--- config.mk ---
export PLATFORM = sky130hd
export DESIGN_NAME = clock_wakeup_thermal_config_regs
export DESIGN_NICKNAME = d
export VERILOG_FILES = /design/src/core/xcvr_cfg_pkg.sv /design/src/core/clock_output_nco.sv /design/src/core/clock_wakeup_thermal_config_regs.sv
export SDC_FILE = /design/constraint.sdc
export NUM_CORES = 1
export LEC_CHECK = 0
export ABC_AREA = 1
export BUFFER_PORTS_ARGS = -buffer_cell sky130_fd_sc_hd__buf_2
export CORE_UTILIZATION = 40
export CTS_CLUSTER_DIAMETER = 40
export CTS_CLUSTER_SIZE = 10
export DETAILED_ROUTE_END_ITERATION = 16
export SETUP_SLACK_MARGIN = 0.5
export SYNTH_ARGS = -nofsm -noshare
export SYNTH_HDL_FRONTEND = slang
export SYNTH_SLANG_ARGS = --single-unit
export TNS_END_PERCENT = 5
--- constraint.sdc ---
create_clock -name CLK -period 21.6 [get_ports CLK]
set_clock_uncertainty 0.1 [all_clocks]
set_input_delay 3.24 -clock CLK [delete_from_list [all_inputs] [get_ports CLK]]
set_output_delay 3.24 -clock CLK [all_outputs]
set_load 0.005 [all_outputs]
--- src/core/xcvr_cfg_pkg.sv ---
package xcvr_cfg_pkg;
    // Register port widths
    localparam int ADDR_W = 4;
    localparam int DATA_W = 8;

    // Register offsets
    localparam logic [3:0] ADDR_CLOCK_OUTPUT_CONFIG = 4'h9;
    localparam logic [3:0] ADDR_CLOCK_FREQUENCY_TRIM = 4'hA;
    localparam logic [3:0] ADDR_MASTER_LINE_CONFIG = 4'hB;
    localparam logic [3:0] ADDR_REVISION_IDENTIFIER = 4'hC;
    localparam logic [3:0] ADDR_THERMAL_CONVERTER_CONFIG = 4'hD;
    localparam logic [3:0] ADDR_THERMAL_RESULT = 4'hF;

    // Reset value shared by every writable register
    localparam logic [7:0] RESET_CONFIG = 8'h00;

    // Clock output config fields
    localparam int TRIM_ENABLE_BIT = 7;
    localparam int DIV_LSB = 1;
    localparam int DIV_W = 3;
    localparam int CLOCK_DISABLE_BIT = 0;
    // Trim field
    localparam int TRIM_LSB = 0;
    localparam int TRIM_W = 6;
    // Master line config fields
    localparam int WAKEUP_REQUEST_BIT = 7;
    localparam int RX_THRESHOLD_BIT = 4;
    localparam int CURRENT_HIGH_BIT = 1;
    localparam int CURRENT_LOW_BIT = 0;
    // Thermal config and result fields
    localparam int CONV_START_BIT = 7;
    localparam int MODE_LSB = 0;
    localparam int MODE_W = 2;
    localparam int MODE_MANUAL_BIT = 1;
    localparam int CONV_BUSY_BIT = 7;
    localparam int TEMP_LSB = 0;
    localparam int TEMP_W = 6;

    // Divider codes
    localparam logic [2:0] DIV_3M686 = 3'h0;
    localparam logic [2:0] DIV_7M373 = 3'h1;
    localparam logic [2:0] DIV_14M74 = 3'h2;
    localparam logic [2:0] DIV_29M49 = 3'h3;
    localparam logic [2:0] DIV_1M843 = 3'h4;
    // Thermal modes
    localparam logic [1:0] MODE_PROGRAMMABLE = 2'h1;

    // Timing
    localparam longint CLK_HZ = 10000000;
    localparam int CLK_PERIOD_NS = 100;
    localparam int WAKEUP_PULSE_NS = 80000;
    localparam int WAKE_CNT_W = 10;
    localparam logic [9:0] WAKEUP_PULSE_CYCLES = 10'(WAKEUP_PULSE_NS / CLK_PERIOD_NS);

    // Phase accumulator for the clock output
    localparam int NCO_W = 28;
    localparam longint MCLK_BASE_HZ = 3686000;
    localparam logic [27:0] NCO_BASE_INC = 28'((MCLK_BASE_HZ << NCO_W) / CLK_HZ);
    // Trim slope per code, Q16 fraction of nominal
    localparam int TRIM_FRAC_W = 16;
    localparam logic [7:0] TRIM_NEG_SLOPE_Q16 = 8'h66;
    localparam logic [7:0] TRIM_POS_SLOPE_Q16 = 8'h8E;

    // One-hot state codes
    typedef enum logic [1:0] {
        WAKE_IDLE = 2'b01,
        WAKE_PULSE = 2'b10
    } wake_state_t;
    typedef enum logic [2:0] {
        CONV_IDLE = 3'b001,
        CONV_START = 3'b010,
        CONV_WAIT = 3'b100
    } conv_state_t;
endpackage

--- src/core/clock_output_nco.sv ---
`timescale 1ns/10ps
module clock_output_nco (
    // Clock and reset
    input wire logic clk,
    input wire logic rst,
    // Frequency control
    input wire logic [xcvr_cfg_pkg::DIV_W-1:0] divider_select,
    input wire logic signed [xcvr_cfg_pkg::TRIM_W-1:0] trim,
    input wire logic output_disable,
    // Clock output
    output logic mclk
);
    import xcvr_cfg_pkg::*;

    localparam int PROD_W = NCO_W + TRIM_W + 10;

    logic [NCO_W-1:0] base_inc; // Increment before trim
    logic [NCO_W-1:0] step_inc; // Increment after trim
    logic [NCO_W-1:0] phase; // Accumulator
    logic [NCO_W-1:0] next_phase;
    logic next_mclk;
    logic signed [8:0] slope; // Slope differs per sign of trim
    logic signed [PROD_W-1:0] trim_product;

    // Divider select and trim give the phase step.
    // Rates above half of CLK alias; the real part uses an analog oscillator.
    always_comb begin
        case (divider_select)
            DIV_7M373: base_inc = NCO_W'(NCO_BASE_INC << 1);
            DIV_14M74: base_inc = NCO_W'(NCO_BASE_INC << 2);
            DIV_29M49: base_inc = NCO_W'(NCO_BASE_INC << 3);
            DIV_1M843: base_inc = NCO_W'(NCO_BASE_INC >> 1);
            default: base_inc = NCO_BASE_INC; // Undefined codes fall back to nominal
        endcase
        slope = trim[TRIM_W-1] ? $signed({1'b0, TRIM_NEG_SLOPE_Q16}) : $signed({1'b0, TRIM_POS_SLOPE_Q16});
        trim_product = $signed({1'b0, base_inc}) * trim * slope;
        step_inc = base_inc + NCO_W'(trim_product >>> TRIM_FRAC_W);
        next_phase = phase + step_inc;
        next_mclk = output_disable ? 1'b1 : phase[NCO_W-1];
    end

    // Registers only
    always_ff @(posedge clk) begin
        if (rst) begin
            phase <= '0;
            mclk <= 1'b1;
        end else begin
            phase <= next_phase;
            mclk <= next_mclk;
        end
    end
endmodule // clock_output_nco

--- src/core/clock_wakeup_thermal_config_regs.sv ---
// Overview of operation
// - Trim enable applies trim value to clock
// - Divider field picks clock output frequency
// - Power-up clock runs at default rate
// - Disable bit stops clock, holds high
// - Trim field is signed, centred on zero
// - Wake-up request drives one 80us pulse
// - Wake-up request bit self clears
// - Threshold bit picks line or TTL levels
// - Bit 1 enables high line current
// - Bit 0 enables low line current
// - Read-only revision identifier, writes ignored
// - Start bit begins manual conversion in 1x
// - Finished conversion writes thermal result
// - Start bit self clears on completion
// - Mode field selects thermal warning behaviour
// - Result busy flag shows conversion running
// - Result code 3C per step, zero at -15C
// - Push-pull select puts driver push-pull
`timescale 1ns/10ps
module clock_wakeup_thermal_config_regs #(
    parameter logic [7:0] REVISION_ID = 8'h5A // Arbitrary value
) (
    // Clock and reset
    input wire logic CLK,
    input wire logic RST,
    // Register port
    input wire logic [xcvr_cfg_pkg::ADDR_W-1:0] REG_ADDR,
    input wire logic REG_WR,
    input wire logic REG_RD,
    input wire logic [xcvr_cfg_pkg::DATA_W-1:0] REG_WDATA,
    output logic [xcvr_cfg_pkg::DATA_W-1:0] REG_RDATA,
    // Host clock output
    output logic MCLK,
    // Line driver and receiver controls
    input wire logic PUSH_PULL_SELECT,
    output logic LINE_PUSH_PULL,
    output logic WAKEUP_PULSE,
    output logic RECEIVER_THRESHOLD_SELECT,
    output logic LINE_CURRENT_HIGH_ENABLE,
    output logic LINE_CURRENT_LOW_ENABLE,
    // Thermal converter
    output logic THERMAL_CONV_START,
    input wire logic THERMAL_CONV_DONE,
    input wire logic [xcvr_cfg_pkg::TEMP_W-1:0] THERMAL_CONV_CODE,
    output logic THERMAL_WARNING_ENABLE,
    output logic THERMAL_PROG_THRESHOLD
);
    import xcvr_cfg_pkg::*;

    // Configuration state and next values
    logic trim_enable, next_trim_enable;
    logic [DIV_W-1:0] clock_divider_select, next_clock_divider_select;
    logic clock_output_disable, next_clock_output_disable;
    logic [TRIM_W-1:0] frequency_trim, next_frequency_trim;
    logic [MODE_W-1:0] thermal_mode_select, next_thermal_mode_select;
    logic next_rx_threshold, next_current_high, next_current_low, next_push_pull; // Feed output flops
    logic [TRIM_W-1:0] applied_trim; // Trim seen by the oscillator
    // Wake-up pulse state
    wake_state_t wake_state, next_wake_state;
    logic [WAKE_CNT_W-1:0] wake_count, next_wake_count;
    logic wake_start; // Write of 1 to the request bit
    // Conversion state
    conv_state_t conv_state, next_conv_state;
    logic [TEMP_W-1:0] temperature_value, next_temperature_value;
    logic conv_request; // Start accepted only in manual mode
    logic conv_busy;
    // Read path and write decodes
    logic [DATA_W-1:0] next_rdata;
    logic wr_clock, wr_trim, wr_line, wr_thermal;
    assign wr_clock = REG_WR && (REG_ADDR == ADDR_CLOCK_OUTPUT_CONFIG);
    assign wr_trim = REG_WR && (REG_ADDR == ADDR_CLOCK_FREQUENCY_TRIM);
    assign wr_line = REG_WR && (REG_ADDR == ADDR_MASTER_LINE_CONFIG);
    assign wr_thermal = REG_WR && (REG_ADDR == ADDR_THERMAL_CONVERTER_CONFIG);
    assign wake_start = wr_line && REG_WDATA[WAKEUP_REQUEST_BIT];
    // start only while mode is 1x
    assign conv_request = wr_thermal && REG_WDATA[CONV_START_BIT] && REG_WDATA[MODE_LSB + MODE_MANUAL_BIT];
    assign conv_busy = (conv_state != CONV_IDLE);

    // Plain configuration fields; reserved bits are never stored
    always_comb begin
        next_trim_enable = trim_enable;
        next_clock_divider_select = clock_divider_select;
        next_clock_output_disable = clock_output_disable;
        next_frequency_trim = frequency_trim;
        next_rx_threshold = RECEIVER_THRESHOLD_SELECT;
        next_current_high = LINE_CURRENT_HIGH_ENABLE;
        next_current_low = LINE_CURRENT_LOW_ENABLE;
        next_thermal_mode_select = thermal_mode_select;
        next_push_pull = PUSH_PULL_SELECT;
        if (wr_clock) begin
            next_trim_enable = REG_WDATA[TRIM_ENABLE_BIT];
            next_clock_divider_select = REG_WDATA[DIV_LSB +: DIV_W];
            next_clock_output_disable = REG_WDATA[CLOCK_DISABLE_BIT];
        end
        if (wr_trim) begin
            next_frequency_trim = REG_WDATA[TRIM_LSB +: TRIM_W];
        end
        if (wr_line) begin
            next_rx_threshold = REG_WDATA[RX_THRESHOLD_BIT];
            next_current_high = REG_WDATA[CURRENT_HIGH_BIT];
            next_current_low = REG_WDATA[CURRENT_LOW_BIT];
        end
        if (wr_thermal) begin
            next_thermal_mode_select = REG_WDATA[MODE_LSB +: MODE_W];
        end
    end
    // Configuration registers
    always_ff @(posedge CLK) begin
        if (RST) begin
            trim_enable <= RESET_CONFIG[TRIM_ENABLE_BIT];
            clock_divider_select <= RESET_CONFIG[DIV_LSB +: DIV_W];
            clock_output_disable <= RESET_CONFIG[CLOCK_DISABLE_BIT];
            frequency_trim <= RESET_CONFIG[TRIM_LSB +: TRIM_W];
            RECEIVER_THRESHOLD_SELECT <= RESET_CONFIG[RX_THRESHOLD_BIT];
            LINE_CURRENT_HIGH_ENABLE <= RESET_CONFIG[CURRENT_HIGH_BIT];
            LINE_CURRENT_LOW_ENABLE <= RESET_CONFIG[CURRENT_LOW_BIT];
            thermal_mode_select <= RESET_CONFIG[MODE_LSB +: MODE_W];
            THERMAL_WARNING_ENABLE <= 1'b1;
            THERMAL_PROG_THRESHOLD <= 1'b0;
            LINE_PUSH_PULL <= 1'b0;
        end else begin
            trim_enable <= next_trim_enable;
            clock_divider_select <= next_clock_divider_select;
            clock_output_disable <= next_clock_output_disable;
            frequency_trim <= next_frequency_trim;
            RECEIVER_THRESHOLD_SELECT <= next_rx_threshold;
            LINE_CURRENT_HIGH_ENABLE <= next_current_high;
            LINE_CURRENT_LOW_ENABLE <= next_current_low;
            thermal_mode_select <= next_thermal_mode_select;
            THERMAL_WARNING_ENABLE <= !next_thermal_mode_select[MODE_MANUAL_BIT];
            THERMAL_PROG_THRESHOLD <= (next_thermal_mode_select == MODE_PROGRAMMABLE);
            LINE_PUSH_PULL <= next_push_pull;
        end
    end
    assign applied_trim = trim_enable ? frequency_trim : '0;
    // Oscillator model for the host clock
    clock_output_nco u_nco (
        .clk(CLK),
        .rst(RST),
        .divider_select(clock_divider_select),
        .trim(applied_trim),
        .output_disable(clock_output_disable),
        .mclk(MCLK)
    );
    // Wake-up pulse sequencer.
    // A repeat request mid-pulse is absorbed; on the last cycle it wins
    // over the self clear and starts a fresh pulse.
    always_comb begin
        next_wake_state = wake_state;
        next_wake_count = wake_count;
        case (wake_state)
            WAKE_IDLE: begin
                if (wake_start) begin
                    next_wake_state = WAKE_PULSE;
                    next_wake_count = '0;
                end
            end
            WAKE_PULSE: begin
                if (wake_count == WAKEUP_PULSE_CYCLES - 10'h001) begin
                    next_wake_count = '0;
                    next_wake_state = wake_start ? WAKE_PULSE : WAKE_IDLE;
                end else begin
                    next_wake_count = wake_count + 10'h001;
                end
            end
            default: begin
                next_wake_state = WAKE_IDLE;
                next_wake_count = '0;
            end
        endcase
    end
    // Wake-up registers
    always_ff @(posedge CLK) begin
        if (RST) begin
            wake_state <= WAKE_IDLE;
            wake_count <= '0;
        end else begin
            wake_state <= next_wake_state;
            wake_count <= next_wake_count;
        end
    end
    // Pulse pin is the one-hot state bit itself
    assign WAKEUP_PULSE = wake_state[1];
    // Manual conversion sequencer; a start while busy is ignored unless it comes with done, which starts a fresh conversion
    always_comb begin
        next_conv_state = conv_state;
        next_temperature_value = temperature_value;
        case (conv_state)
            CONV_IDLE: begin
                if (conv_request) begin
                    next_conv_state = CONV_START;
                end
            end
            CONV_START: next_conv_state = CONV_WAIT;
            CONV_WAIT: begin
                if (THERMAL_CONV_DONE) begin
                    next_temperature_value = THERMAL_CONV_CODE;
                    next_conv_state = conv_request ? CONV_START : CONV_IDLE;
                end
            end
            default: next_conv_state = CONV_IDLE;
        endcase
    end
    // Conversion registers
    always_ff @(posedge CLK) begin
        if (RST) begin
            conv_state <= CONV_IDLE;
            temperature_value <= '0;
        end else begin
            conv_state <= next_conv_state;
            temperature_value <= next_temperature_value;
        end
    end
    // Start strobe is the one-hot start bit
    assign THERMAL_CONV_START = conv_state[1];
    // Read mux; reserved and unmapped bits read zero
    always_comb begin
        next_rdata = '0;
        case (REG_ADDR)
            ADDR_CLOCK_OUTPUT_CONFIG: begin
                next_rdata[TRIM_ENABLE_BIT] = trim_enable;
                next_rdata[DIV_LSB +: DIV_W] = clock_divider_select;
                next_rdata[CLOCK_DISABLE_BIT] = clock_output_disable;
            end
            ADDR_CLOCK_FREQUENCY_TRIM: next_rdata[TRIM_LSB +: TRIM_W] = frequency_trim;
            ADDR_MASTER_LINE_CONFIG: begin
                next_rdata[WAKEUP_REQUEST_BIT] = WAKEUP_PULSE;
                next_rdata[RX_THRESHOLD_BIT] = RECEIVER_THRESHOLD_SELECT;
                next_rdata[CURRENT_HIGH_BIT] = LINE_CURRENT_HIGH_ENABLE;
                next_rdata[CURRENT_LOW_BIT] = LINE_CURRENT_LOW_ENABLE;
            end
            ADDR_REVISION_IDENTIFIER: begin
                next_rdata = REVISION_ID;
            end
            ADDR_THERMAL_CONVERTER_CONFIG: begin
                next_rdata[CONV_START_BIT] = conv_busy;
                next_rdata[MODE_LSB +: MODE_W] = thermal_mode_select;
            end
            ADDR_THERMAL_RESULT: begin
                next_rdata[CONV_BUSY_BIT] = conv_busy;
                next_rdata[TEMP_LSB +: TEMP_W] = temperature_value;
            end
            default: next_rdata = '0;
        endcase
    end
    // Read data register, holds until next read
    always_ff @(posedge CLK) begin
        if (RST) begin
            REG_RDATA <= '0;
        end else if (REG_RD) begin
            REG_RDATA <= next_rdata;
        end
    end
    // Pulse length helper for checking only
    logic [10:0] pulse_len;
    always_ff @(posedge CLK) begin
        if (RST) begin
            pulse_len <= '0;
        end else if (wake_start && (next_wake_count == '0) && (next_wake_state == WAKE_PULSE)) begin
            pulse_len <= '0;
        end else if (WAKEUP_PULSE) begin
            pulse_len <= pulse_len + 11'h001;
        end
    end
endmodule // clock_wakeup_thermal_config_regs

==> metrics.md <==
| Metric | Value |
|---|---|
| Slew Limit Fails | `0` |
| GRT Residual Overflow | `0` |
| Post-synthesis sequential area ratio | `8.74%` |
| Setup fix buffers added after clock tree synthesis | `0` |
| Final Hold Fails | `0` |
| Clock share of power | `22.9%` |
| H-tree depth | `3` |
| Unique masters post-synth | `65` |
| Layout cells sized above 1 | `6.91%` |
| Cells after Synth | `2352` |
| Clock latency on the worst-skew pair | `0.34 ns` |
| Slew @ Worst Pin | `0.996 ns` |
| Worst setup EP type | `register` |
| Iter 0 DRT Violations | `804` |
| Tcrit/Tclk final | `58.5%` |
| First-pass DRT Iterations | `8` |
| Unrepaired setup endpoints after global routing | `no` |
| DRC Markers | `0` |
| Area of the mapped netlist | `17600 sq um` |
| Required time worst endpoint | `21.73 ns` |
| CP most frequent cell | `nand2_1` |
| Hold/Removal Path Class | `register to register` |
| CTS max path bufs | `2` |
| Die area | `44900 sq um` |
| Final cell count without fillers | `2973` |
| Leak | `0.0107 uW` |
| Wire per inst | `16.1 um` |
| Chip width | `212 um` |
| Max-Cap Viols | `0` |
| Internal Power | `387 uW` |
| Hold bufs inserted after CTS | `0` |
| Post-route ant nets | `0` |
| Routed WL | `47800 um` |
| Crit path time final | `12.64 ns` |
| Antenna Cells | `0` |
| First-pass GRT wire length | `79300 um` |
| Setup TNS | `0 ns` |
| Status | `finished clean` |
| CP startpoint kind | `register` |
| Top FF cell, synth | `dfxtp_1` |
| Dpl cells | `2957` |
| I/O Pins | `41` |
| Fin worst setup slack | `8.96 ns` |
| Initial antenna violation count | `0` |
| P_sw | `294 uW` |
| Share of flip-flops with an asynchronous set or reset | `0%` |
| Yosys warns | `0` |
| Final setup viols | `0` |
| DP Wirelength | `41500 um` |
| Clk sink count | `77` |
| Vias | `14936` |
| Largest net degree at the start of global routing | `39` |
| Clock slew at reported path FFs | `0.06 ns` |
| Worst ir drop on vdd | `50.7 uV` |
| Nets@finish | `2888` |
| TritonCTS clock tree | `done` |
| Vias in the first global route | `15582` |
| Fill count | `4392` |
| Port buffer count | `39` |
| Slew margin rel. | `33.4%` |
| Row count | `76` |
| Sw Share | `43.1%` |
| Die Span Y | `212 um` |
| Power per Cell Area | `36.2 nW/um^2` |
| Syn Area/Cell | `7.50 sq um` |
| Reg2Reg Depth | `53` |
| WS Path Type | `register to register` |
| Core area | `43300 sq um` |
| Resize count post-CTS | `0` |
| EDFF count, synth | `0` |
| CTS Buf Count | `9` |
| Seq cells post-synth | `77` |
| RePlAce Congestion | `0.944` |
| Combinational Power Share | `50.7%` |
| Area delta synth->final | `6.66%` |
| Post-place setup slack | `9.14 ns` |
| CP max stage cell | `fa_1` |
| Peak Freq | `79.1 MHz` |
| Crit Path Max Fanout | `10` |
| Hold Path Stages | `2` |
| Worst hold margin | `0.351 ns` |
| GRT Util Overall | `22.5%` |
| Sequential group share of total power | `26.4%` |
| Crit-path max cell delay | `0.55 ns` |
| Avg Vias per Cell | `5.02` |
| Crit path DAT | `12.77 ns` |
| Effective utilization at floorplan | `40.7%` |
| CTS Root Buffer Type | `clkbuf_16` |
[layout make-up]
| class | instances | area (sq um) | share of cell area [%] |
|---|---|---|---|
| clock buffers | 10 | 239 | 1.27 |
| clock inverters | 6 | 71.3 | 0.379 |
| inverters | 560 | 2110 | 11.2 |
| multi-input cells | 1692 | 13900 | 73.8 |
| flip-flops and latches | 77 | 1540 | 8.20 |
| well taps | 585 | 732 | 3.89 |
| repair buffers | 43 | 225 | 1.20 |
[power groups by stage]
stage	Sequential (uW)	Combinational (uW)	Clock, uW
floorplan	181	262	0
CTS	180	343	159
detailed placement	183	340	0
finish	180	345	156
global route	183	394	166
global placement	182	334	0
[sequential cells by signal, summed over array words and instances (netlist names)]
signal	count
u_nco.phase	28
wake_count	10
REG_RDATA	8
frequency_trim	6
temperature_value	6
clock_divider_select	3
conv_state	3
thermal_mode_select	2
wake_state	2
LINE_CURRENT_HIGH_ENABLE	1
LINE_CURRENT_LOW_ENABLE	1
LINE_PUSH_PULL	1
RECEIVER_THRESHOLD_SELECT	1
THERMAL_PROG_THRESHOLD	1
THERMAL_WARNING_ENABLE	1
clock_output_disable	1
trim_enable	1
u_nco.mclk	1
[cells by family after synthesis]
logic type                 share of synthesized area, %
other                                            0.0426
AOI/OAI and AO/OA                                  11.3
adders and majority gates                          44.6
DFF                                                8.74
xor gates and xnor gates                           2.91
and+or+nand+nor                                    19.5
buffers and inverters                              12.9
[worst max-delay path, delay by kind of cell (launching register included)]
kind,cells,cell delay (ns)
fa+ha+maj,12,5.44
compound gates,6,1.28
buf+inv,11,1.31
simple gates,22,3.27
flops,1,0.38
xor+xnor,2,0.74
[Yosys cell counts (3+ instances only)]
| cell type | instances | area share (%) |
|---|---|---|
| nand2_2 | 17 | 0.60 |
| buf_1 | 3 | 0.064 |
| ha_1 | 236 | 17 |
| o21bai_1 | 20 | 0.85 |
| nand3_2 | 8 | 0.45 |
| a21o_1 | 15 | 0.64 |
| a21oi_1 | 142 | 4.0 |
| dfxtp_1 | 77 | 8.7 |
| nor3_1 | 19 | 0.54 |
| a31oi_1 | 13 | 0.46 |
| nand4_1 | 10 | 0.35 |
| or2_2 | 14 | 0.50 |
| xor2_1 | 34 | 1.7 |
| fa_1 | 245 | 28 |
| nand3_1 | 58 | 1.6 |
| inv_1 | 539 | 11 |
| nor2_1 | 260 | 5.5 |
| inv_2 | 15 | 0.32 |
| a221oi_1 | 3 | 0.15 |
| nor2_4 | 5 | 0.32 |
| a21oi_2 | 9 | 0.45 |
| nand2_4 | 5 | 0.32 |
| o21ai_0 | 75 | 2.1 |
| clkbuf_1 | 32 | 0.68 |
| inv_4 | 3 | 0.11 |
| or2_1 | 4 | 0.14 |
| o21ai_1 | 12 | 0.34 |
| clkinv_1 | 3 | 0.064 |
| buf_2 | 5 | 0.14 |
| o211ai_1 | 4 | 0.17 |
| o221ai_1 | 3 | 0.15 |
| a21boi_0 | 7 | 0.30 |
| xnor2_1 | 19 | 0.94 |
| o21a_1 | 9 | 0.38 |
| nand2_1 | 375 | 8.0 |
| nor2_2 | 10 | 0.35 |
| nor4_1 | 6 | 0.21 |
[layout by cell type, fill, tap and decap left out, types with 8 or more instances in the layout]
cell	synthesis	layout
nor2_1	260	260
nand3_1	58	58
nor2_2	10	10
dfxtp_1	77	77
a21o_1	15	15
nand3_2	8	8
nand4_1	10	10
xnor2_1	19	19
fa_1	245	245
a31oi_1	13	13
xor2_1	34	34
clkbuf_16	0	9
a21oi_2	9	9
nand2_2	17	17
or2_2	14	14
o21ai_0	75	75
o21bai_1	20	20
inv_2	15	15
buf_2	5	39
conb_1	2	19
o21ai_1	12	12
a21oi_1	142	142
inv_1	539	539
nand2_1	375	375
nor3_1	19	19
ha_1	236	236
o21a_1	9	9
[worst paths after layout]
kind / from / to / slack, ns
worst min-delay path: temperature_value[5] / temperature_value[5] / 0.35
worst max-delay path: clock_divider_select[0] / u_nco.phase[27] / 8.96
worst min register to register: temperature_value[5] / temperature_value[5] / 0.35
worst max register to register: clock_divider_select[0] / u_nco.phase[27] / 8.96
[through the flow]
stage                     power (uW)  util, %  instance area (sq um)
final                            681     43.5                  18800
after detailed placement         523     42.7                  18500
after global routing             743     43.5                  18800
after CTS                        682     43.5                  18800
after global placement           516     42.7                  18500
after floorplan                  442        -                  17700
[routing by layer]
metal | vias up | track usage [%] | routed length, um
met2 | 378 | 38.4 | 22700
met1 | 7183 | 30.3 | 21700
met4 | 0 | 5.82 | 1090
met5 | - | 0 | 0
li1 | 7305 | - | -
met3 | 70 | 2.14 | 2290
Note: power is estimated with default switching activity, not from simulation.
